$ cat src/common/usx_consts.vh
// Purpose: Register offsets, field positions, reset values and timing for
//          the serial transceiver core.
// Assumes: APB byte addresses, one 32-bit word per register.
// Notes:   Definitions only.
`ifndef USX_CONSTS_VH
`define USX_CONSTS_VH

// Register byte offsets
`define USX_OFF_DATA 12'h000
`define USX_OFF_STATUS 12'h004
`define USX_OFF_CTRL_B 12'h008
`define USX_OFF_CTRL_C 12'h00c
`define USX_OFF_BAUD 12'h010

// Status register bits
`define USX_ST_PAR_ERR 2
`define USX_ST_OVERRUN 3
`define USX_ST_FRAME_ERR 4
`define USX_ST_TX_EMPTY 5
`define USX_ST_TX_DONE 6
`define USX_ST_RX_DONE 7

// Control B bits
`define USX_CB_TX_BIT8 0
`define USX_CB_RX_BIT8 1
`define USX_CB_SIZE2 2
`define USX_CB_TX_EN 3
`define USX_CB_RX_EN 4
`define USX_CB_EMPTY_IE 5
`define USX_CB_TX_DONE_IE 6
`define USX_CB_RX_DONE_IE 7

// Control C bits
`define USX_CC_SYNC 6
`define USX_CC_PAR_EN 5
`define USX_CC_PAR_ODD 4
`define USX_CC_STOP2 3
`define USX_CC_SIZE_HI 2
`define USX_CC_SIZE_LO 1

// Reset values
`define USX_RST_CTRL_C 8'h06
`define USX_RST_BAUD 16'h0000

// Character size code for nine data bits
`define USX_SIZE_NINE 3'h7

// Oversampling ticks per bit and centre sample
`define USX_OVERSAMPLE 16
`define USX_MID_SAMPLE 4'h7

`endif

$ cat src/core/usx_core.v
// Purpose: Serial transceiver: transmit flags, parity and shutdown plus the
//          full receive path with a two-entry receive buffer.
// Assumes: APB slave, one clock; pins synchronous to pclk; global interrupt
//          enable supplied as an input from the host core.
// Notes:   Baud divider gives a 16x oversample tick; synchronous mode uses
//          rising edges of the transfer clock pin as the bit tick.
//
// Local design decisions: the address map and the APB slave port.
`timescale 1ns/10ps
`default_nettype none
`include "usx_consts.vh"

// Overview of operation
// Set tx done once shifter empties with no further data buffered.
// Tx done clears on interrupt acknowledge or a written one.
// Tx done interrupt raised with its enable and global enable.
// Buffer-empty interrupt held while enabled and buffer empty.
// Parity bit sent after last data bit, before first stop.
// Transmitter disable waits for shifter and buffer empty; then frees pin.
// Receiver enable takes the input pin; sync mode uses clock pin.
// Frame starts on a valid start bit; second stop bit ignored.
// On first stop bit, frame moves into the receive buffer.
// Unused upper data bits read as zero.
// Ninth bit and error flags stored per frame, advance on read.
// Software reads status and ninth bit before data.
// Rx done reads one while unread data is buffered.
// Rx done interrupt held while flag set and enabled.
// Error flags ignore writes and raise no interrupt.
// Software writes zeros to error flag positions.
// Frame error reflects first stop bit only.
// Overrun when buffer full, shifter holds char, new start bit.
// Overrun clears on a successful transfer into the buffer.
// Parity check only when enabled; odd select; result stored.
// Parity error set only if checked and failed; valid until read.
// Parity error reads zero while checking disabled.
// Receiver disable is immediate: drop frame, flush buffer, free pin.
// Even parity is xor of data; odd inverts it.
// Buffer-empty set when transmit buffer empty, else cleared.
// Odd select low means even parity, high means odd.
module usx_core
(
  // APB
  input wire pclk,
  input wire presetn,
  input wire psel,
  input wire penable,
  input wire pwrite,
  input wire [11:0] paddr,
  input wire [31:0] pwdata,
  output wire [31:0] prdata,
  output wire pready,
  output wire pslverr,
  // Host core interrupt interface
  input wire global_irq_enable,
  input wire tx_done_irq_ack,
  output wire tx_done_irq,
  output wire tx_empty_irq,
  output wire rx_done_irq,
  // Serial pins
  input wire serial_in_pin,
  input wire transfer_clock_pin,
  output reg serial_out_pin,
  output wire serial_out_oe,
  output wire serial_in_owned
);

  localparam TX_IDLE = 2'h0;
  localparam TX_SHIFT = 2'h1;
  localparam RX_IDLE = 2'h0;
  localparam RX_START = 2'h1;
  localparam RX_DATA = 2'h2;
  localparam RX_STOP = 2'h3;

  function parity_of;
    input [8:0] d;
    input odd;
    begin
      parity_of = (^d) ^ odd;
    end
  endfunction

  function [3:0] data_bits;
    input [2:0] sz;
    begin
      if (sz == `USX_SIZE_NINE)
        data_bits = 4'h9;
      else if (sz[2])
        data_bits = 4'h8;
      else
        data_bits = 4'h5 + {2'h0, sz[1:0]};
    end
  endfunction

  function [8:0] size_mask;
    input [3:0] n;
    begin
      size_mask = ~(9'h1ff << n);
    end
  endfunction

  reg tx_bit8, tx_en, rx_en, empty_ie, tx_done_ie, rx_done_ie, size2;
  reg sync_mode, par_en, par_odd, stop2, size_hi, size_lo;
  reg [15:0] baud;
  wire [2:0] size_code = {size2, size_hi, size_lo};
  wire [3:0] nbits = data_bits(size_code);
  wire [8:0] mask = size_mask(nbits);

  wire wr = psel & penable & pwrite;
  wire rd = psel & penable & ~pwrite;
  wire wr_data = wr && paddr == `USX_OFF_DATA;
  wire rd_data = rd && paddr == `USX_OFF_DATA;
  wire wr_stat = wr && paddr == `USX_OFF_STATUS;

  // Bit tick generation
  reg [15:0] baud_cnt;
  reg [3:0] os_cnt;
  reg xck_d;
  wire os_tick = (baud_cnt == 16'h0000);
  wire xck_rise = transfer_clock_pin & ~xck_d;
  wire tx_tick = sync_mode ? xck_rise : (os_tick && os_cnt == 4'hf);
  wire rx_os = sync_mode ? xck_rise : os_tick;

  always @(posedge pclk or negedge presetn)
  begin
    if (!presetn)
    begin
      baud_cnt <= 16'h0000;
      os_cnt <= 4'h0;
      xck_d <= 1'b0;
    end
    else
    begin
      xck_d <= transfer_clock_pin;
      baud_cnt <= os_tick ? baud : baud_cnt - 16'h0001;
      if (os_tick)
        os_cnt <= os_cnt + 4'h1;
    end
  end

  // Transmitter
  reg [1:0] tx_state;
  reg [8:0] tx_buf;
  reg tx_buf_full;
  reg [11:0] tx_sr;
  reg [3:0] tx_left;
  reg tx_done;
  reg tx_active;
  wire tx_load = tx_state == TX_IDLE && tx_buf_full && tx_tick;
  wire tx_last = tx_state == TX_SHIFT && tx_tick && tx_left == 4'h0;
  wire [3:0] frame_len = 4'h1 + nbits + {3'h0, par_en} + 4'h1 +
                         {3'h0, stop2};
  wire [8:0] tx_dat = tx_buf & mask;

  // Frame image, LSB first: start, data, optional parity, stops
  reg [11:0] next_tx_sr;
  always @*
  begin
    next_tx_sr = 12'hfff;
    next_tx_sr[0] = 1'b0;
    next_tx_sr = next_tx_sr & ~({3'h0, ~tx_dat & mask} << 1);
    if (par_en)
      next_tx_sr[nbits + 4'h1] = parity_of(tx_dat, par_odd);
  end

  always @(posedge pclk or negedge presetn)
  begin
    if (!presetn)
    begin
      tx_state <= TX_IDLE;
      tx_buf <= 9'h000;
      tx_buf_full <= 1'b0;
      tx_sr <= 12'hfff;
      tx_left <= 4'h0;
      tx_done <= 1'b0;
      tx_active <= 1'b0;
      serial_out_pin <= 1'b1;
    end
    else
    begin
      if (wr_data && tx_en)
      begin
        tx_buf <= {tx_bit8, pwdata[7:0]};
        tx_buf_full <= 1'b1;
      end
      else if (tx_load)
        tx_buf_full <= 1'b0;
      case (tx_state)
        TX_IDLE:
          if (tx_load)
          begin
            tx_sr <= next_tx_sr;
            tx_left <= frame_len;
            tx_state <= TX_SHIFT;
          end
        TX_SHIFT:
          if (tx_tick)
          begin
            serial_out_pin <= tx_sr[0];
            tx_sr <= {1'b1, tx_sr[11:1]};
            tx_left <= tx_left - 4'h1;
            if (tx_last)
              tx_state <= TX_IDLE;
          end
        default:
          tx_state <= TX_IDLE;
      endcase
      // Set once the last stop bit has run its time; set wins over a clear
      if (tx_last && !tx_buf_full)
        tx_done <= 1'b1;
      else if (tx_done_irq_ack || (wr_stat && pwdata[`USX_ST_TX_DONE]))
        tx_done <= 1'b0;
      // Pin stays owned until shifter and buffer drain
      if (tx_en)
        tx_active <= 1'b1;
      else if (tx_state == TX_IDLE && !tx_buf_full)
        tx_active <= 1'b0;
      if (!tx_active)
        serial_out_pin <= 1'b1;
    end
  end
  assign serial_out_oe = tx_active;

  // Receiver
  reg [1:0] rx_state;
  reg [3:0] rx_phase;
  reg [3:0] rx_idx;
  reg [9:0] rx_sr;
  reg sr_pending;
  reg sr_fe, sr_pe, rx_prev;
  reg overrun_pend;
  // Two-entry buffer: data[8:0], frame err, overrun, parity err
  reg [11:0] rx_mem [0:1];
  reg rd_ptr;
  reg [1:0] rx_count;
  wire [3:0] rx_len = nbits + {3'h0, par_en};
  // Sync mode samples on each rising clock edge; async at the bit centre
  wire rx_sample = sync_mode ? rx_os :
                   (rx_os && rx_phase == `USX_MID_SAMPLE);
  wire buf_full = rx_count == 2'h2;
  wire pop = rd_data && rx_count != 2'h0;
  wire push = sr_pending && (!buf_full || pop);
  wire start_seen = rx_state == RX_IDLE && rx_os && rx_prev &&
                    !serial_in_pin;
  wire [8:0] rx_word = rx_sr[8:0] & mask;
  wire wr_ptr = rd_ptr ^ rx_count[0];

  always @(posedge pclk or negedge presetn)
  begin
    if (!presetn)
    begin
      rx_state <= RX_IDLE;
      rx_phase <= 4'h0;
      rx_idx <= 4'h0;
      rx_sr <= 10'h000;
      sr_pending <= 1'b0;
      sr_fe <= 1'b0;
      sr_pe <= 1'b0;
      rx_prev <= 1'b1;
      overrun_pend <= 1'b0;
      rd_ptr <= 1'b0;
      rx_count <= 2'h0;
      rx_mem[0] <= 12'h000;
      rx_mem[1] <= 12'h000;
    end
    else if (!rx_en)
    begin
      // Immediate: frame dropped, buffer flushed
      rx_state <= RX_IDLE;
      sr_pending <= 1'b0;
      overrun_pend <= 1'b0;
      rx_count <= 2'h0;
      rd_ptr <= 1'b0;
    end
    else
    begin
      if (rx_os)
        rx_phase <= rx_phase + 4'h1;
      if (rx_os)
        rx_prev <= serial_in_pin;
      case (rx_state)
        RX_IDLE:
          if (start_seen)
          begin
            rx_phase <= 4'h1;
            rx_state <= sync_mode ? RX_DATA : RX_START;
            rx_idx <= 4'h0;
            if (sr_pending && buf_full && !pop)
              overrun_pend <= 1'b1;
          end
        RX_START:
          if (rx_sample)
            // A high centre sample rejects the start as noise
            rx_state <= serial_in_pin ? RX_IDLE : RX_DATA;
        RX_DATA:
          if (rx_sample)
          begin
            rx_sr[rx_idx] <= serial_in_pin;
            rx_idx <= rx_idx + 4'h1;
            if (rx_idx == rx_len - 4'h1)
              rx_state <= RX_STOP;
          end
        RX_STOP:
          if (rx_sample)
          begin
            // Only the first stop bit is looked at
            sr_fe <= ~serial_in_pin;
            sr_pe <= par_en &&
                     (parity_of(rx_word, par_odd) != rx_sr[nbits]);
            sr_pending <= 1'b1;
            rx_state <= RX_IDLE;
          end
        default:
          rx_state <= RX_IDLE;
      endcase
      if (push)
      begin
        rx_mem[wr_ptr] <= {sr_pe, overrun_pend, sr_fe, rx_word};
        overrun_pend <= 1'b0;
      end
      if (push && !(rx_state == RX_STOP && rx_sample))
        sr_pending <= 1'b0;
      if (pop)
        rd_ptr <= ~rd_ptr;
      rx_count <= rx_count + {1'b0, push} - {1'b0, pop};
    end
  end

  wire [11:0] head = rx_mem[rd_ptr];
  wire rx_done = rx_en && rx_count != 2'h0;
  assign serial_in_owned = rx_en;

  // Error flags track the head entry; writes cannot change them
  wire fe_flag = rx_done & head[9];
  wire or_flag = rx_done & head[10];
  wire pe_flag = rx_done & head[11] & par_en;

  // Interrupts; error flags have none
  assign tx_done_irq = global_irq_enable & tx_done_ie & tx_done;
  assign tx_empty_irq = global_irq_enable & empty_ie & ~tx_buf_full;
  assign rx_done_irq = global_irq_enable & rx_done_ie & rx_done;

  // Control register writes
  always @(posedge pclk or negedge presetn)
  begin
    if (!presetn)
    begin
      {rx_done_ie, tx_done_ie, empty_ie, rx_en, tx_en, size2, tx_bit8} <=
        7'h00;
      {sync_mode, par_en, par_odd, stop2, size_hi, size_lo} <= 6'h03;
      baud <= `USX_RST_BAUD;
    end
    else if (wr)
    begin
      if (paddr == `USX_OFF_CTRL_B)
      begin
        rx_done_ie <= pwdata[`USX_CB_RX_DONE_IE];
        tx_done_ie <= pwdata[`USX_CB_TX_DONE_IE];
        empty_ie <= pwdata[`USX_CB_EMPTY_IE];
        rx_en <= pwdata[`USX_CB_RX_EN];
        tx_en <= pwdata[`USX_CB_TX_EN];
        size2 <= pwdata[`USX_CB_SIZE2];
        tx_bit8 <= pwdata[`USX_CB_TX_BIT8];
      end
      else if (paddr == `USX_OFF_CTRL_C)
      begin
        sync_mode <= pwdata[`USX_CC_SYNC];
        par_en <= pwdata[`USX_CC_PAR_EN];
        par_odd <= pwdata[`USX_CC_PAR_ODD];
        stop2 <= pwdata[`USX_CC_STOP2];
        size_hi <= pwdata[`USX_CC_SIZE_HI];
        size_lo <= pwdata[`USX_CC_SIZE_LO];
      end
      else if (paddr == `USX_OFF_BAUD)
        baud <= pwdata[15:0];
    end
  end

  reg [31:0] rdata;
  always @*
  begin
    rdata = 32'h00000000;
    if (paddr == `USX_OFF_DATA)
      rdata = {24'h000000, rx_done ? head[7:0] : 8'h00};
    else if (paddr == `USX_OFF_STATUS)
      rdata = {24'h000000, rx_done, tx_done, ~tx_buf_full, fe_flag,
               or_flag, pe_flag, 2'h0};
    else if (paddr == `USX_OFF_CTRL_B)
      rdata = {24'h000000, rx_done_ie, tx_done_ie, empty_ie, rx_en, tx_en,
               size2, rx_done & head[8], tx_bit8};
    else if (paddr == `USX_OFF_CTRL_C)
      rdata = {24'h000000, 1'b0, sync_mode, par_en, par_odd, stop2,
               size_hi, size_lo, 1'b0};
    else if (paddr == `USX_OFF_BAUD)
      rdata = {16'h0000, baud};
  end

  wire mapped = paddr == `USX_OFF_DATA || paddr == `USX_OFF_STATUS ||
                paddr == `USX_OFF_CTRL_B || paddr == `USX_OFF_CTRL_C ||
                paddr == `USX_OFF_BAUD;
  assign prdata = rdata;
  assign pready = 1'b1;
  assign pslverr = psel & penable & ~mapped;

endmodule
`default_nettype wire

$ cat config.mk
export PLATFORM = sky130hd
export DESIGN_NAME = usx_core
export DESIGN_NICKNAME = d
export VERILOG_FILES = /design/src/core/usx_core.v
export VERILOG_INCLUDE_DIRS = /design/src /design/src/common
export SDC_FILE = /design/constraint.sdc
export NUM_CORES = 1
export LEC_CHECK = 0
export BUFFER_PORTS_ARGS = -buffer_cell sky130_fd_sc_hd__buf_2
export CAP_MARGIN = 10
export CORE_AREA = 5 5 166 168
export CTS_CLUSTER_DIAMETER = 60
export CTS_CLUSTER_SIZE = 40
export DETAILED_ROUTE_END_ITERATION = 8
export DIE_AREA = 0 0 171 173
export PLACE_DENSITY = 0.5
export SYNTH_ARGS = -nofsm -noshare
export SYNTH_HDL_FRONTEND = slang
export SYNTH_SLANG_ARGS = --single-unit
$ cat constraint.sdc
create_clock -name pclk -period 4 [get_ports pclk]
set_input_delay 0.4 -clock pclk [delete_from_list [all_inputs] [get_ports pclk]]
set_output_delay 0.4 -clock pclk [all_outputs]
set_load 0.05 [all_outputs]
# == Word level (Yosys, flattened, before mapping) ==
# Index checks and enable logic that the tools add are counted.
# classes
magnitude_cmp,8
n_eq_ne,32
addsub,14
muxes,73
n_reduce_logical,65
n_shift,1
bitwise_logic,35
# op_table
operator,count
two-way mux 12 bit,7
two-way mux 16 bit,4
two-way mux 32 bit,2
two-way mux 4 bit,9
bitwise AND 9 bit,3
logical AND 1 bit,27
two-way mux 1 bit,26
bitwise mux 24 bit,1
equality test 12 x 4 -> 1 bit (second input constant),2
two-way mux 2 bit,12
one-hot mux 12 bit (2 select lines),1
adder 4 x 1 -> 4 bit (second input constant),5
inverter 9 bit,2
AND reduction 3 bit,6
parity 9 bit,2
bitwise AND 1 bit,16
zero test 16 bit,1
one-hot mux 4 bit (2 select lines),2
subtractor 16 x 1 -> 16 bit (second input constant),1
< comparator 4 x 5 -> 1 bit (second input constant),3
inequality test 3 x 1 -> 1 bit (second input constant),5
inequality test 3 bit (second input constant),5
adder 4 x 1 -> 4 bit,3
bitwise mux 12 bit,1
other kinds (39),82
# totals
output_inout_bits,40
reg_bits,133
word_cells,266
input_bits,53

# == Longest topological paths before layout ==
# depth
depth_word,13
ltp_mapped,12
depth_no_buf,12

# == Least setup slack after synthesis ==
# Ideal clock, no wire load.
# synth_timing
path_type,reg2reg
start,register size_lo
end,register tx_sr[9]
required_ns,3.913
arrival_time_ns,2.839
path_slack_ns,1.074
stages_incl_launch_ff,13
setup_ns,0.087
period_less_slack_ns,2.926
path_buffers,1
path_cell_list,dfstp_2 ha_1 inv_1 a21boi_1 inv_1 ha_1 o21ba_2 nand2_1 xnor2_1 xnor3_1 buf_4 o32ai_1 o21ai_0
# synth_between
elab_chain_len,13
elab_cells_between_ends,22
cone_classes,2 x add/sub; 2 x order compare; 1 x eq/ne; 1 x shift; 8 x mux; 6 x bitwise; 2 x reduce/logical
# synth_lines
element,line_no,text
start: declaration,usx_core.v:102,"reg sync_mode, par_en, par_odd, stop2, size_hi, size_lo;"
start signal: assignment,usx_core.v:371,size_lo <= pwdata[`USX_CC_SIZE_LO];
adder 3 x 2 -> 4 bit,usx_core.v:90,"data_bits = 4'h5 + {2'h0, sz[1:0]};"
two-way mux 4 bit,usx_core.v:87,else if (sz[2])
two-way mux 4 bit *,usx_core.v:85,if (sz == `USX_SIZE_NINE)
branches (longest 7 deep; another with < comparator 4 x 5 -> 1 bit),n/a,
two-way mux 12 bit *,usx_core.v:161,if (par_en)
two-way mux 12 bit *,usx_core.v:189,if (tx_load)
one-hot mux 12 bit (2 select lines) *,usx_core.v:187,case (tx_state)
end signal: assignment,usx_core.v:191,tx_sr <= next_tx_sr;
end signal: assignment,usx_core.v:199,"tx_sr <= {1'b1, tx_sr[11:1]};"
end: declaration,usx_core.v:144,reg [11:0] tx_sr;
# Mark *: on every way between the ends. The select of a mux whose other input is x is not followed.
# A chain may end at the register's enable or synchronous reset.

# == Worst setup path after layout ==
# layout_timing
start,register size_lo
end,register tx_sr[0]
# layout_between
elab_chain_len,12
elab_cells_between_ends,19
cone_classes,2 x add/sub; 2 x order compare; 1 x eq/ne; 1 x shift; 8 x mux; 3 x bitwise; 2 x reduce/logical
# layout_lines
element,line_no,text
adder 3 x 2 -> 4 bit,usx_core.v:90,
two-way mux 4 bit,usx_core.v:87,
two-way mux 4 bit *,usx_core.v:85,
adder 4 x 1 -> 4 bit or left shift 9 x 4 -> 9 bit (tied branches),"usx_core.v:162, usx_core.v:97",
< comparator 4 x 5 -> 1 bit (not written as such) (tied with other cells),usx_core.v:162,"next_tx_sr[nbits + 4'h1] = parity_of(tx_dat, par_odd);"
logical AND 1 bit (not written as such) or bitwise AND 9 bit (tied branches),"usx_core.v:162, usx_core.v:152",
two-way mux 1 bit (not written as such) or parity 9 bit (tied branches),"usx_core.v:162, usx_core.v:78",
demux 1 bit (select 4 bit) or XOR 1 bit (tied branches),"usx_core.v:162, usx_core.v:78",
bitwise mux 12 bit *,usx_core.v:162,
two-way mux 12 bit *,usx_core.v:161,
two-way mux 12 bit *,usx_core.v:189,
one-hot mux 12 bit (2 select lines) *,usx_core.v:187,
# Every way passes the cells marked *; elsewhere a longest branch is shown, timed or not. The select of a mux whose other input is x is not followed.

==> summary.txt <==
=====================================================================================
Run status                                                                  completed
Required @ worst endpoint                                                     4350 ps
Number of vias after detailed routing                                           5,378
Number of slew-limit violations in the final report                                 0
Number of placed instances with taps included                                   1,088
Final total power                                                           0.00294 W
CTS resizes                                                                         0
RSZ-0062 raised after global routing                                               no
Prevailing post-synth register cell                                      sky130_fd_sc_hd__dfrtp_1
Max cap viols                                                                       0
Root Buffer Master                                                       sky130_fd_sc_hd__clkbuf_16
Core utilization of the finished layout                                         0.338
Clk_lat worst skew                                                             430 ps
Width of the chip                                                              171 um
Gr busiest metal                                                                 met2
Synth Instances                                                                   718
Ports                                                                              93
Transition time at the pin with the least slew margin                          840 ps
Number of endpoints failing setup at the final stage                                0
Sequential cell fraction of total power                                         0.460
Worst hold margin                                                             91.9 ps
Layout-stage area growth over the synthesis result                              14.3%
Starting density of the core                                                    0.296
Global-route usage over all layers                                              0.132
Average size of a mapped cell                                                10.6 um2
Global-route track usage on met3                                               0.0263
Fraction of synthesized cell area taken by the top area cell type               0.381
Leftover overflow at the end of global routing                                      0
Cell type contributing the most total cell area after synthesis          sky130_fd_sc_hd__dfrtp_1
Endpoint class of the critical path                                              flop
Clock tree from TritonCTS                                                       built
Count of distinct cell types in the synthesized netlist                            78
Cells along the critical path                                            ha_1 -> inv_1 -> nor2_1 -> inv_1 -> ha_1 -> nand2b_1 -> a21oi_1 -> o221ai_1 -> xnor3_1 -> or3b_1 -> a21oi_1
Met1 usage                                                                      0.195
Met2 demand-to-capacity share in global routing                                 0.201
Worst setup path class                                                        reg2reg
Number of non-filler instances in the completed layout                          1,121
Comb pwr share                                                                  0.055
Number of global-route vias before repair                                       5,425
Sort of element at the start of the critical path                                flop
Count of buffers added by post-CTS timing repair for setup                          0
Wire length of the first global-routing pass                                31,000 um
FFs w/ async S/R, synth                                                          1.00
Final WL                                                                    19,100 um
Kind of cell adding the most delay to the critical path                  simple AND/OR/NAND/NOR gates
Synth area leaders                                                       sky130_fd_sc_hd__dfrtp_1 (38%), sky130_fd_sc_hd__mux2_2 (8.0%), sky130_fd_sc_hd__dfstp_2 (5.5%), sky130_fd_sc_hd__ha_1 (3.8%), sky130_fd_sc_hd__mux2_4 (3.2%)
Chip height                                                                    173 um
Worst-path cell with the longest stage delay                             sky130_fd_sc_hd__xnor3_1
Cell leakage power                                                            3.94 nW
Synth Area in Compound Gates                                                    0.121
Placed wire-length estimate after detailed placement                        13,900 um
Number of buffers on the longest clock path                                         2
Worst reg2reg setup slack                                                      570 ps
Fin. Hold Viols                                                                     0
Fraction of the yosys area taken by sequential cells                            0.436
Synthesized-area fraction occupied by xor and xnor cells                       0.0496
Worst clock skew                                                              15.7 ps
Dominant combinational cell family by area after synthesis               simple AND/OR/NAND/NOR gates
Tightest Hold Check Type                                                       in2reg
Hold-fix buffers, CTS                                                               1
Die area                                                                   29,600 um2
Total core area                                                            25,800 um2
Minimum clock period after layout                                             3430 ps
Syn Std Cell Area                                                            7620 um2
Slowest Stage Delay on Critical Path                                           640 ps
Maximum number of pins on one net before global-route repair                       65
Initial detailed-routing violation count                                          270
Number of flops mapped to enable cells by yosys                                     0
Commonest cells in the synthesized netlist                               sky130_fd_sc_hd__dfrtp_1 (116), sky130_fd_sc_hd__mux2_2 (54), sky130_fd_sc_hd__nor2_1 (53), sky130_fd_sc_hd__nand2_1 (48), sky130_fd_sc_hd__a21oi_1 (36)
Clock-pin slew of the registers on the worst-case setup and hold paths          60 ps
RD Place Congestion                                                             0.797
Adder-Cell Fraction of Synth Area                                              0.0404
Part of the cycle the worst path needs                                          0.858
Simple-gate portion of the synthesized area                                     0.155
Nets                                                                              850
Remaining DRCs                                                                      0
IO buf count                                                                       59
Via density per instance                                                         4.80
Power spent charging and discharging nets                                  0.000733 W
Routed wirelength normalized by instance count                                17.0 um
Pint                                                                        0.00221 W
Sum of buffers and inverters on the critical path                                   2
IR drop worst, VDD                                                           0.211 mV
First-pass iteration count of the detailed router                                   4
Post-synthesis sequential element count                                           132
Data arrival at the endpoint of the critical path                             3790 ps
Total clock buffers created by CTS                                                 17
Depth of the CTS H-tree                                                             4
Maximum clock frequency                                                       291 MHz
Highest fanout seen on the critical path                                           11
Number of synthesis warnings                                                        0
TritonCTS Sinks                                                                   132
Most common cell in the netlist                                          sky130_fd_sc_hd__dfrtp_1
DRT antenna net count                                                               0
Diode insertion count for antenna repair                                            0
Power per cell area                                                        338 nW/um2
Layout filler cell count                                                        2,615
Setup total negative slack                                                       0 ps
Multiplexer share of the synthesized area                                       0.146
Share of cells above drive strength 1                                           0.267
Clock network power share                                                       0.485
Switching portion of total power                                                0.249
Number of antenna violations at the first check in global routing                   0
Remaining max-slew budget at the tightest pin                                   0.437
Std cell rows                                                                      59
=====================================================================================
==> cell usage in the layout (no fill, tap or decap), types with 4 or more instances in the layout <==
cell and instances:
sky130_fd_sc_hd__dfrtp_1 116, sky130_fd_sc_hd__buf_2 58, sky130_fd_sc_hd__mux2_2 54, sky130_fd_sc_hd__nor2_1 53
sky130_fd_sc_hd__nand2_1 48, sky130_fd_sc_hd__a21oi_1 36, sky130_fd_sc_hd__inv_1 25, sky130_fd_sc_hd__o21ai_0 25
sky130_fd_sc_hd__xnor2_1 23, sky130_fd_sc_hd__ha_1 23, sky130_fd_sc_hd__nand3_1 21, sky130_fd_sc_hd__mux2i_1 20
sky130_fd_sc_hd__conb_1 17, sky130_fd_sc_hd__clkbuf_16 17, sky130_fd_sc_hd__and2_1 16, sky130_fd_sc_hd__mux2_4 16
sky130_fd_sc_hd__dfstp_2 16, sky130_fd_sc_hd__xor2_1 15, sky130_fd_sc_hd__nor2b_1 13, sky130_fd_sc_hd__nor3_1 12
sky130_fd_sc_hd__o22ai_1 8, sky130_fd_sc_hd__nand4_1 8, sky130_fd_sc_hd__buf_4 8, sky130_fd_sc_hd__a31oi_1 7
sky130_fd_sc_hd__nand3b_1 7, sky130_fd_sc_hd__nor4_1 6, sky130_fd_sc_hd__nand2b_1 6, sky130_fd_sc_hd__a22oi_1 6
sky130_fd_sc_hd__and3_1 6, sky130_fd_sc_hd__clkinv_2 6, sky130_fd_sc_hd__o31ai_1 5, sky130_fd_sc_hd__o21a_1 4
sky130_fd_sc_hd__o221ai_1 4, sky130_fd_sc_hd__a32oi_1 4
==> through the flow <==
stage               instance area [um2]  setup WS (ps)
global placement                   8160            593
floorplan                          7670           1070
finish                             8710            569
global route                       8710            213
CTS                                8710            569
detailed placement                 8160            589
==> logic make-up after synthesis <==
group	after synthesis
mux	94
buf+inv	72
flops	132
other cells	2
xor+xnor	40
compound gates	135
simple gates	219
fa+ha+maj	24
==> routing by layer <==
layer,up-vias,share of wire
met5,-,0
met3,16,0.042
met4,0,0.011
met1,2628,0.48
met2,89,0.46
li1,2645,-
==> final timing paths <==
check | from | end | depth (start not counted)
setup / recovery | size_lo | tx_sr[0] | 11
hold / removal | transfer_clock_pin | xck_d | 1
setup reg to reg | size_lo | tx_sr[0] | 11
hold reg to reg | serial_out_oe | serial_out_pin | 1
max in group asynchronous | presetn | baud[13] | 3
min in group asynchronous | presetn | overrun_pend | 2
==> state kept, by name, summed over array words and instances (netlist names), 9 cells and up <==
name and flops:
baud 16, tx_buf 9, rx_mem 24, baud_cnt 16, rx_sr 10, tx_sr 12
==> power groups by stage <==
stage,Combinational (W),Sequential (W),Clock (W)
floorplan,0.000105,0.00138,0
global placement,0.000163,0.00138,0
detailed placement,0.000162,0.00138,0
CTS,0.000164,0.00136,0.00146
global route,0.000179,0.00136,0.00152
finish,0.000161,0.00136,0.00143
==> layout make-up <==
cell class	count	area, um2	share of cell area
multi-input cells	529	3960	0.455
flip-flops and latches	132	3320	0.382
clock buffers	20	457	0.0525
well taps	335	419	0.0481
repair buffers	68	372	0.0427
inverters	25	93.8	0.0108
clock inverters	12	81.3	0.00934
Note: power is estimated with default switching activity, not from simulation.
